===== config.mk =====
export PLATFORM = sky130hd
export DESIGN_NAME = bhop_top
export DESIGN_NICKNAME = d
export VERILOG_FILES = /design/src/design/bhop_pkg.sv /design/src/design/bhop_pattern.sv /design/src/design/bhop_top.sv
export VERILOG_INCLUDE_DIRS = /design/src /design/src/design
export SDC_FILE = /design/constraint.sdc
export NUM_CORES = 1
export LEC_CHECK = 0
export ABC_AREA = 1
export BUFFER_PORTS_ARGS = -buffer_cell sky130_fd_sc_hd__buf_2
export CAP_MARGIN = 20
export CORE_ASPECT_RATIO = 2
export CORE_MARGIN = 2
export CORE_UTILIZATION = 30
export CTS_CLUSTER_DIAMETER = 100
export DETAILED_ROUTE_END_ITERATION = 8
export SLEW_MARGIN = 0
export SYNTH_ARGS = -nofsm -noshare
export SYNTH_HDL_FRONTEND = slang
export SYNTH_SLANG_ARGS = --single-unit

===== constraint.sdc =====
create_clock -name pclk -period 8 [get_ports pclk]
set_clock_uncertainty 0.15 [all_clocks]
set_input_delay 0.4 -clock pclk [delete_from_list [all_inputs] [get_ports pclk]]
set_output_delay 0.4 -clock pclk [all_outputs]
set_load 0.005 [all_outputs]

===== src/design/bhop_defines.svh =====
// register offsets, field positions, reset values and symbol timing
// assumes inclusion by bare name from the band hopping design files
`ifndef BHOP_DEFINES_SVH
`define BHOP_DEFINES_SVH

// apb byte offsets
`define BHOP_CTRL_OFS 8'h00
`define BHOP_STATUS_OFS 8'h04
`define BHOP_TIMING_OFS 8'h08

// control fields
`define BHOP_CTRL_CHAN_LSB 0
`define BHOP_CTRL_BURST_BIT 8
`define BHOP_CTRL_LENZ_BIT 9
`define BHOP_CTRL_RESET 32'h0000_0009

// status fields
`define BHOP_ST_BAND_LSB 0
`define BHOP_ST_CODE_LSB 4
`define BHOP_ST_GROUP_LSB 7
`define BHOP_ST_VALID_BIT 10
`define BHOP_ST_HOP_BIT 11
`define BHOP_ST_FIXED_BIT 12
`define BHOP_ST_RXRDY_BIT 13
`define BHOP_ST_TXBUSY_BIT 14
`define BHOP_ST_POS_LSB 16

// symbol timing: the period in picoseconds, the rest counted in symbol periods
`define BHOP_SYMBOL_PERIOD_PS 312500
`define BHOP_MIN_GAP_TIME 6
`define BHOP_SHORT_GAP_TIME 32
`define BHOP_CHANNEL_CLEAR_WINDOW 18
`define BHOP_MAC_MIN_GAP `BHOP_MIN_GAP_TIME
`define BHOP_MAC_SHORT_GAP `BHOP_SHORT_GAP_TIME
`define BHOP_HOP_CYCLE 6

`endif


===== src/design/bhop_pkg.sv =====
// types shared by the band hopping and frame spacing block
// assumes nothing beyond a systemverilog compiler
package bhop_pkg;

   typedef enum logic [3:0]
   {
      ST_IDLE = 4'h1,
      ST_EXACT = 4'h2,
      ST_MIN = 4'h4,
      ST_RXTURN = 4'h8
   } bhop_state_t;

   typedef struct packed
   {
      logic [7:0] channel;
      logic burst;
      logic len_zero;
      bhop_state_t st;
      logic [5:0] gap;
      logic [2:0] pos;
      logic [3:0] band;
      logic rx_ready;
      logic tx_busy;
      logic tx_go;
      logic [31:0] prdata;
      logic pslverr;
   } bhop_regs_t;

endpackage


===== src/design/bhop_pattern.sv =====
// channel decode and per-symbol band lookup, purely combinational
// assumes the caller registers the band before it leaves the chip
`timescale 1ns/1ps
module bhop_pattern
#(
   parameter logic [4:0] GROUP_EN = 5'h1F
)
(
   // selection
   input wire logic [7:0] channel,
   input wire logic [2:0] pos,
   // decode
   output logic valid,
   output logic [2:0] group,
   output logic [2:0] hop_code,
   output logic [3:0] band_index,
   output logic hopping_interleave_mode,
   output logic fixed_band_mode
);

   // band within a group, 1 to 3, for a code and symbol position
   function automatic logic [3:0] bhop_slot(input logic [2:0] code,
                                            input logic [2:0] p);
      logic [3:0] r;
      r = 4'h1;
      case (code)
         3'h1: r = (p == 3'h1 || p == 3'h4) ? 4'h2 :
                   (p == 3'h2 || p == 3'h5) ? 4'h3 : 4'h1;
         3'h2: r = (p == 3'h1 || p == 3'h4) ? 4'h3 :
                   (p == 3'h2 || p == 3'h5) ? 4'h2 : 4'h1;
         3'h3: r = (p < 3'h2) ? 4'h1 : (p < 3'h4) ? 4'h2 : 4'h3;
         3'h4: r = (p < 3'h2) ? 4'h1 : (p < 3'h4) ? 4'h3 : 4'h2;
         3'h5: r = 4'h1;
         3'h6: r = 4'h2;
         3'h7: r = 4'h3;
         default: r = 4'h1;
      endcase
      return r;
   endfunction

   logic grp_ok;

   always_comb
   begin
      group = channel[5:3];
      hop_code = channel[2:0];
      grp_ok = channel[7:6] == 2'h0 && group >= 3'h1 && group <= 3'h4 &&
               hop_code != 3'h0;
      if (group == 3'h5 && channel[7:6] == 2'h0)
         grp_ok = hop_code == 3'h5 || hop_code == 3'h6;
      valid = grp_ok && (group == 3'h1 || GROUP_EN[group - 3'h1]);
      band_index = 4'h0;
      if (valid)
         band_index = 4'((group - 3'h1) * 3) + bhop_slot(hop_code, pos);
      hopping_interleave_mode = valid && hop_code <= 3'h4;
      fixed_band_mode = valid && hop_code >= 3'h5;
   end

endmodule


===== src/design/bhop_top.sv =====
// band hopping sequencer and interframe spacing timer with apb registers
// assumes sym_tick pulses one cycle at each symbol leading edge and that
// tx_last and rx_last arrive together with such a tick
`timescale 1ns/1ps
`include "bhop_defines.svh"
module bhop_top
#(
   parameter logic [4:0] GROUP_EN = 5'h1F
)
(
   // clock and reset
   input wire logic pclk,
   input wire logic presetn,
   // apb slave
   input wire logic psel,
   input wire logic penable,
   input wire logic pwrite,
   input wire logic [7:0] paddr,
   input wire logic [31:0] pwdata,
   output logic [31:0] prdata,
   output logic pready,
   output logic pslverr,
   // symbol timing from the mac side
   input wire logic sym_tick,
   input wire logic pkt_start,
   input wire logic tx_req,
   input wire logic tx_last,
   input wire logic rx_last,
   // phy side results
   output logic tx_go,
   output logic rx_ready,
   output logic [3:0] band_index,
   output logic chan_valid,
   output logic hopping_interleave_mode,
   output logic fixed_band_mode
);

   localparam logic [5:0] MIN_LOAD = 6'(`BHOP_MAC_MIN_GAP + 1);
   localparam logic [5:0] SHORT_LOAD = 6'(`BHOP_MAC_SHORT_GAP + 1);
   localparam logic [2:0] POS_LAST = 3'(`BHOP_HOP_CYCLE - 1);

   localparam bhop_pkg::bhop_regs_t S_RESET = '{
      channel: 8'(`BHOP_CTRL_RESET),
      burst: 1'b0,
      len_zero: 1'b0,
      st: bhop_pkg::ST_IDLE,
      gap: 6'h00,
      pos: 3'h0,
      band: 4'h1,
      rx_ready: 1'b1,
      tx_busy: 1'b0,
      tx_go: 1'b0,
      prdata: 32'h0000_0000,
      pslverr: 1'b0
   };

   bhop_pkg::bhop_regs_t s;
   bhop_pkg::bhop_regs_t next_s;

   logic dec_valid;
   logic [2:0] dec_group;
   logic [2:0] dec_code;
   logic [3:0] dec_band;
   logic dec_hop;
   logic dec_fixed;
   logic start;
   logic go_now;
   logic wr;
   logic setup;

   bhop_pattern #(.GROUP_EN(GROUP_EN)) u_pattern
   (
      .channel(s.channel),
      .pos(next_s.pos),
      .valid(dec_valid),
      .group(dec_group),
      .hop_code(dec_code),
      .band_index(dec_band),
      .hopping_interleave_mode(dec_hop),
      .fixed_band_mode(dec_fixed)
   );

   function automatic logic bhop_mapped(input logic [7:0] a);
      return a == `BHOP_CTRL_OFS || a == `BHOP_STATUS_OFS ||
             a == `BHOP_TIMING_OFS;
   endfunction

   function automatic logic [31:0] bhop_read(input logic [7:0] a,
                                             input bhop_pkg::bhop_regs_t r,
                                             input logic [2:0] grp,
                                             input logic [2:0] code,
                                             input logic [2:0] flags);
      logic [31:0] d;
      d = 32'h0000_0000;
      case (a)
         `BHOP_CTRL_OFS:
         begin
            d[`BHOP_CTRL_CHAN_LSB +: 8] = r.channel;
            d[`BHOP_CTRL_BURST_BIT] = r.burst;
            d[`BHOP_CTRL_LENZ_BIT] = r.len_zero;
         end
         `BHOP_STATUS_OFS:
         begin
            d[`BHOP_ST_BAND_LSB +: 4] = r.band;
            d[`BHOP_ST_CODE_LSB +: 3] = code;
            d[`BHOP_ST_GROUP_LSB +: 3] = grp;
            d[`BHOP_ST_VALID_BIT] = flags[0];
            d[`BHOP_ST_HOP_BIT] = flags[1];
            d[`BHOP_ST_FIXED_BIT] = flags[2];
            d[`BHOP_ST_RXRDY_BIT] = r.rx_ready;
            d[`BHOP_ST_TXBUSY_BIT] = r.tx_busy;
            d[`BHOP_ST_POS_LSB +: 3] = r.pos;
         end
         `BHOP_TIMING_OFS:
         begin
            d[5:0] = r.gap;
            d[11:8] = r.st;
            d[23:16] = 8'(`BHOP_CHANNEL_CLEAR_WINDOW);
         end
         default: d = 32'h0000_0000;
      endcase
      return d;
   endfunction

   always_comb
   begin
      next_s = s;
      next_s.tx_go = 1'b0;
      setup = psel && !penable;
      wr = psel && penable && pwrite;
      go_now = 1'b0;

      // zero wait states: read data and error are ready by the access cycle
      if (setup)
      begin
         next_s.prdata = pwrite ? 32'h0000_0000 :
            bhop_read(paddr, s, dec_group, dec_code,
                      {dec_fixed, dec_hop, dec_valid});
         next_s.pslverr = !bhop_mapped(paddr);
      end
      if (wr && paddr == `BHOP_CTRL_OFS)
      begin
         next_s.channel = pwdata[`BHOP_CTRL_CHAN_LSB +: 8];
         next_s.burst = pwdata[`BHOP_CTRL_BURST_BIT];
         next_s.len_zero = pwdata[`BHOP_CTRL_LENZ_BIT];
      end

      if (sym_tick)
      begin
         case (s.st)
            bhop_pkg::ST_IDLE:
               go_now = tx_req && !s.tx_busy;
            bhop_pkg::ST_EXACT:
            begin
               next_s.gap = s.gap - 6'h01;
               if (s.gap <= 6'h01)
               begin
                  go_now = tx_req;
                  next_s.st = bhop_pkg::ST_IDLE;
               end
            end
            bhop_pkg::ST_MIN:
            begin
               next_s.gap = s.gap - 6'h01;
               if (s.gap <= 6'h01)
               begin
                  go_now = tx_req;
                  next_s.st = bhop_pkg::ST_IDLE;
               end
            end
            bhop_pkg::ST_RXTURN:
            begin
               next_s.gap = s.gap - 6'h01;
               go_now = tx_req;
               if (tx_req || s.gap <= 6'h01)
                  next_s.st = bhop_pkg::ST_IDLE;
            end
            default:
               next_s.st = bhop_pkg::ST_IDLE;
         endcase
         go_now = go_now && dec_valid;
         if (go_now)
         begin
            next_s.st = bhop_pkg::ST_IDLE;
            next_s.gap = 6'h00;
         end

         if (tx_last)
         begin
            if (s.burst)
            begin
               next_s.st = bhop_pkg::ST_EXACT;
               next_s.gap = MIN_LOAD;
            end
            else if (s.len_zero)
            begin
               next_s.st = bhop_pkg::ST_EXACT;
               next_s.gap = SHORT_LOAD;
            end
            else
            begin
               next_s.st = bhop_pkg::ST_MIN;
               next_s.gap = MIN_LOAD;
            end
            go_now = 1'b0;
         end
         else if (rx_last)
         begin
            next_s.st = bhop_pkg::ST_RXTURN;
            next_s.gap = SHORT_LOAD;
         end
      end

      next_s.tx_go = go_now;
      start = go_now || (sym_tick && pkt_start);

      if (start)
         next_s.pos = 3'h0;
      else if (sym_tick)
         next_s.pos = (s.pos == POS_LAST) ? 3'h0 : s.pos + 3'h1;

      if (go_now)
      begin
         next_s.tx_busy = 1'b1;
         next_s.rx_ready = 1'b0;
      end
      else if (sym_tick && tx_last)
         next_s.tx_busy = 1'b0;
      else if (sym_tick && !s.tx_busy)
         next_s.rx_ready = 1'b1;

      // band follows the position being entered this cycle
      next_s.band = dec_band;
   end

   always_ff @(posedge pclk or negedge presetn)
   begin
      if (!presetn)
         s <= S_RESET;
      else
         s <= next_s;
   end

   assign pready = 1'b1;
   assign prdata = s.prdata;
   assign pslverr = s.pslverr && psel && penable;
   assign tx_go = s.tx_go;
   assign rx_ready = s.rx_ready;
   assign band_index = s.band;
   assign chan_valid = dec_valid;
   assign hopping_interleave_mode = dec_hop;
   assign fixed_band_mode = dec_fixed;
endmodule


* After elaboration in Yosys (flattened, before gate mapping)
Memories as Yosys holds them, arrays and structs flattened.
Cells that the tools add are included.
** Storage, ports and cells
- Bits in registers :: 63
- Memory bits (read-only) :: 8
- Output and inout port bits :: 43
- Word-level logic and storage cells :: 133
- Memories kept :: 1
** Cells by class
- Add/sub/neg operators :: 5
- $mul :: 1
- Order comparisons :: 8
- Equal/unequal tests :: 24
- Mux-type cells :: 42
- Reductions and logical operators :: 40
** Memories
- (no name shown) :: depth 8, width 1, rd ports 1, clocked after memory_dff 0, write ports 0, line bhop_pattern.sv:51 : valid = grp_ok && (group == 3'h1 || GROUP_EN[group - 3'h1]);
** Operators with widths (number)
- $mul A32 B2 Y4 const B :: 1
- $mux W4 :: 8
- $mux W10 :: 3
- $eq A3 B3 Y1 const B :: 8
- $mux W24 :: 1
- $pmux W4 S6 :: 1
- $logic_and A1 B1 Y1 :: 18
- $mux W9 :: 2
- $pmux W6 S3 :: 1
- $mux W3 :: 4
- $pmux W4 S3 :: 1
- $mux W1 :: 11
- $eq A3 B1 Y1 const B :: 3
- $eq A3 B2 Y1 const B :: 3
- $eq A8 B3 Y1 const B :: 1
- $eq A8 B4 Y1 const B :: 1
- $logic_not A8 Y1 :: 1
- $logic_or A1 B1 Y1 :: 8
- $mux W2 :: 4
- $pmux W2 S2 :: 2
- $le A3 B3 Y1 const B :: 2
- $le A6 B1 Y1 const B :: 1
- $mux W6 :: 1
- $pmux W2 S3 :: 1
- 29 further kinds :: 33

* Depth between registers and ports, before layout
- Depth in word-level cells :: 19
- Gate-level depth with buffers :: 24

* By module
A second synthesis with hierarchy kept.
** Second synthesis, totals
- Cells, all modules :: 471
- Area total of the unflattened synthesis :: 3419.5 um2
** Modules (own cells, without submodules)
- bhop_top :: instances 1, cells each 373, area each 2887.8 um2
- bhop_pattern :: instances 1, cells each 98, area each 531.8 um2

* Worst setup path after synthesis
No wires, ideal clock.
- Path type :: register -> register
- Start :: register s[58] (netlist name)
- End :: register s, in the netlist band_index[3]
- Library setup time :: 0.123 ns
- Arrival time :: 2.960 ns
- Setup slack :: 4.768 ns
- Stages on the path, launching flop included :: 24
- Path through :: dfstp_2 -> inv_1 -> ha_1 -> inv_1 -> ha_1 -> nor3_1 -> nand4_2 -> nand2_4 -> nand3_4 -> nand3_2 -> nor2_1 -> nand2_1 -> nand3_2 -> nand2_2 -> nand2_1 -> nand2_1 -> nand2_1 -> ha_1 -> inv_1 -> fa_1 -> xnor2_1 -> xor2_1 -> xnor2_1 -> nor2_1
** Between the ends
- Word-level cells in the longest chain between the ends :: 19
** RTL lines
- start: declaration :: line bhop_top.sv:57 : bhop_pkg::bhop_regs_t s;
- start signal: assignment :: line bhop_top.sv:241 : s <= next_s;
- branches (longest 5 deep; another with $sub A3 B1 Y3)
- $logic_and A1 B1 Y1 (*) :: line bhop_pattern.sv:51
- net chan_valid :: line bhop_top.sv:33 : output logic chan_valid,
- branches (longest 12 deep; another with $add A4 B4 Y4)
- $mux W4 (*) :: line bhop_pattern.sv:53 : if (valid)
- net dec_band[3] :: line bhop_top.sv:63 : logic [3:0] dec_band;
Mark *: on every way through the listed nets, which the timed path passes. The select of a mux whose other input is x is not followed.
A chain may end at the register's enable or synchronous reset.

* Worst setup path after layout
- Start :: register s[58] (netlist name)
- End :: register s, in the netlist band_index[3]
** Between the ends
- Word-level cells in the longest chain between the ends :: 19
** RTL lines (line)
- branches (longest 18 deep; another with $mul A32 B2 Y4)
- $mux W4 (*) :: bhop_pattern.sv:53
- net dec_band[3] :: bhop_top.sv:63
Marks and branches as above.

==> results.md <==
- Outcome: complete, no violations
- Reg power frac: 0.465
- Routed vias: 2583
- Hold WS: 53.7 ps
- Vias in the first global route: 2524
- Initial antenna violation count: 0
- Synth warn: 0
- GRT overflow: 0
- Leak: 1.80 nW
- Drt first pass iters: 4
- # rows: 52
- Synth async-reset ratio: 1.00
- Gr usage total: 0.144
- Top FF cell, synth: dfrtp_1
- Launching point of the worst reg2reg path: s[58]
- CTS tree: yes
- Fin crit period: 3660 ps
- Area share of xor/xnor cells in the synthesized design: 0.0140
- Critical Path End: band_index[3]
- PortBufs: 56
- # setup viols final: 0
- Die W: 76.3 um
- Drt via density: 4.72
- DP Wirelength: 6470 um
- Die area: 0.0113 mm^2
- Worst min-delay path class: in2async
- Final nets: 470
- Clk_lat worst skew: 290 ps
- Count of cell types in the netlist: 46
- Share of layout cells above drive strength 1: 0.255
- Diodes inserted: 0
- TritonCTS buffer count: 5
- Die Ht: 149 um
- Rel. slew slack: 0.466
- Core Region: 0.0101 mm^2
- Adder-cell share of the synthesized area: 0.0383
- Cell count after synthesis: 374
- Cell area after layout: 0.00351 mm^2
- Initial Util: 0.309
- Slew Limit Fails: 0
- Compound-Gate Fraction of Synth Area: 0.115
- RD Place Congestion: 0.785
- Mapped Area: 0.00314 mm^2
- Setup crit start: s[58]
- Sequential element share of the synthesized area: 0.401
- Clock H-tree levels: 2
- Global-route wire length before repair: 12400 um
- R2R cell count: 23
- Switching part of the total: 0.282
- Remaining antenna violation count after routing: 0
- Setup_tns: 0 ps
- Comb power frac: 0.147
- Remaining DRCs: 0
- Max-Cap Viols: 0
- Setup bufs post-CTS: 0
- Post-synth top area share: 0.359
- RSZ-0062 raised after global routing: false
- CTS Buffer Depth: 2
- Syn avg cell area: 8.39 um^2
- Post-Synth Simple-Gate Area: 0.232
- Sw Pwr: 0.164 mW
- Post-synth top area cell: dfrtp_1
- Arr. time, crit path: 3690 ps
- Largest family of logic cells by synthesized area: simple AND/OR/NAND/NOR gates
- Power density over the cells: 165 mW/mm^2
- Clock power frac: 0.387
- Area contributors post-synth: dfrtp_1 36%, buf_4 8.9%, nand2_1 6.9%, inv_1 6.8%, nor2_1 4.3%
- Hold Buf Count CTS: 0
- Final Hold Fails: 0
- Placed Area: 0.00335 mm^2
- Post-CTS sizing: 0
- CP Launch Type: register
- Clk sink count: 50
- VDD IR max: 0.0000738 V
- Avg WL per Cell: 14.7 um
- Final period util: 0.457
- Worst-Margin Slew: 793 ps
- Kind of critical path: reg2reg
- Maximum number of pins on one net before global-route repair: 51
- RR Endpoint: band_index[3]
- Clk root buf: clkbuf_16
- IO Pins: 93
- Worst R2R Setup Slack: 4340 ps
- Initial detailed-routing violation count: 143
- Crit. End Element: register
- CP max FO: 7
- Final WL: 8030 um
- P_int: 0.417 mW
- Max Freq: 273 MHz
- Layout area overhead: 11.8%
- Number of synthesized flops with an enable pin: 0
- Clock Pin Slew Worst Setup and Hold Paths: 70 ps
- Crit path required time: 8030 ps
- Mux share of post-synthesis cell area: 0.0359
- Synthesis-stage register bit count: 50
- Fin util: 0.346
==> worst max-delay path: stages (launching register included) <==
cell	delay (ps)
dfstp_2	600
inv_1	120
ha_1	210
inv_1	50
ha_1	160
nor3_1	60
nand4_2	100
nand2_4	90
nand3_4	160
nand3_2	130
nor2_1	170
nand2_1	100
nand3_2	90
nand2_2	70
nand2_1	60
nand2_1	50
nand2_1	60
ha_1	150
inv_1	50
fa_1	370
xnor2_1	170
xor2_1	180
xnor2_1	130
nor2_1	50
==> synthesized netlist by cell type, types with 2 or more instances <==
cell / count
conb_1: 2
o21ai_2: 2
clkbuf_1: 2
nand3_2: 6
a221oi_1: 4
inv_1: 57
nand4_1: 4
nor3_1: 6
nand4_2: 2
buf_4: 37
nand2_2: 3
a21oi_1: 7
ha_1: 8
dfstp_2: 5
nand2_1: 58
xnor2_1: 3
xor2_1: 2
dfrtp_1: 45
o22ai_1: 5
nor2_2: 2
mux2_2: 10
nor3b_1: 2
o21ai_1: 2
o211ai_1: 3
o21ai_0: 25
a32o_1: 3
nand3_1: 14
nor2_1: 36
inv_2: 2
==> sequential cells by signal (all words and copies together), names as in the netlist <==
register	cells
prdata	19
rx_ready	1
band_index	4
tx_go	1
s	25
==> final cells by class <==
| cell class | count | area [um^2] |
|---|---|---|
| clock buffers | 6 | 139 |
| clock inverters | 2 | 16.3 |
| fillers | 1090 | 6640 |
| inverters | 59 | 221 |
| multi-input cells | 238 | 1420 |
| flip-flops and latches | 50 | 1260 |
| well taps | 135 | 169 |
| repair buffers | 57 | 288 |
==> metrics by stage <==
stage / worst slack, ps / total power [mW] / cells
after floorplan: 4770 / 0.334 / 386
after global placement: 4370 / 0.358 / 539
after detailed placement: 4340 / 0.360 / 539
after CTS: 4320 / 0.587 / 547
after global routing: 4050 / 0.608 / 547
final: 4340 / 0.581 / 547
==> logic make-up (layout without fill, tap and decap cells) <==
family | count (synthesis) | in the layout
simple gates | 142 | 142
buf+inv | 98 | 124
compound gates | 58 | 58
flops | 50 | 50
mux | 10 | 10
fa+ha+maj | 9 | 9
xor+xnor | 5 | 5
other cells | 2 | 14
==> worst min-delay path by stage <==
stage	to	slack, ps
after floorplan	band_index[1]	-50
after global placement	prdata[20]	320
after detailed placement	prdata[20]	320
after CTS	tx_go	80
after global routing	s[34]	110
final	tx_go	50
==> power groups by stage <==
stage	Combinational, mW	Clock [mW]	Sequential [mW]
2_1_floorplan	0.0614	0	0.272
3_3_place_gp	0.0837	0	0.274
3_5_place_dp	0.0857	0	0.275
4_1_cts	0.0860	0.231	0.270
5_1_grt	0.0963	0.240	0.271
6_report	0.0855	0.225	0.270
==> placed cells by master, fill, tap and decap left out, types with 3 or more instances in the layout <==
| cell | instances |
|---|---|
| a21oi_1 | 7 |
| a221oi_1 | 4 |
| a32o_1 | 3 |
| buf_2 | 56 |
| clkbuf_16 | 5 |
| conb_1 | 14 |
| dfrtp_1 | 45 |
| dfstp_2 | 5 |
| ha_1 | 8 |
| inv_1 | 57 |
| mux2_2 | 10 |
| nand2_1 | 58 |
| nand2_2 | 3 |
| nand3_1 | 14 |
| nand3_2 | 6 |
| nand4_1 | 4 |
| nor2_1 | 36 |
| nor3_1 | 6 |
| o211ai_1 | 3 |
| o21ai_0 | 25 |
| o22ai_1 | 5 |
| xnor2_1 | 3 |
==> routing by layer <==
metal	vias to the layer above	global-route usage	share of wire
met1	1246	0.134	0.34
met2	69	0.284	0.59
met4	0	0.0864	0.037
met3	13	0.0243	0.032
li1	1255	-	-
met5	-	0	0
(Power assumes the default switching activity.)
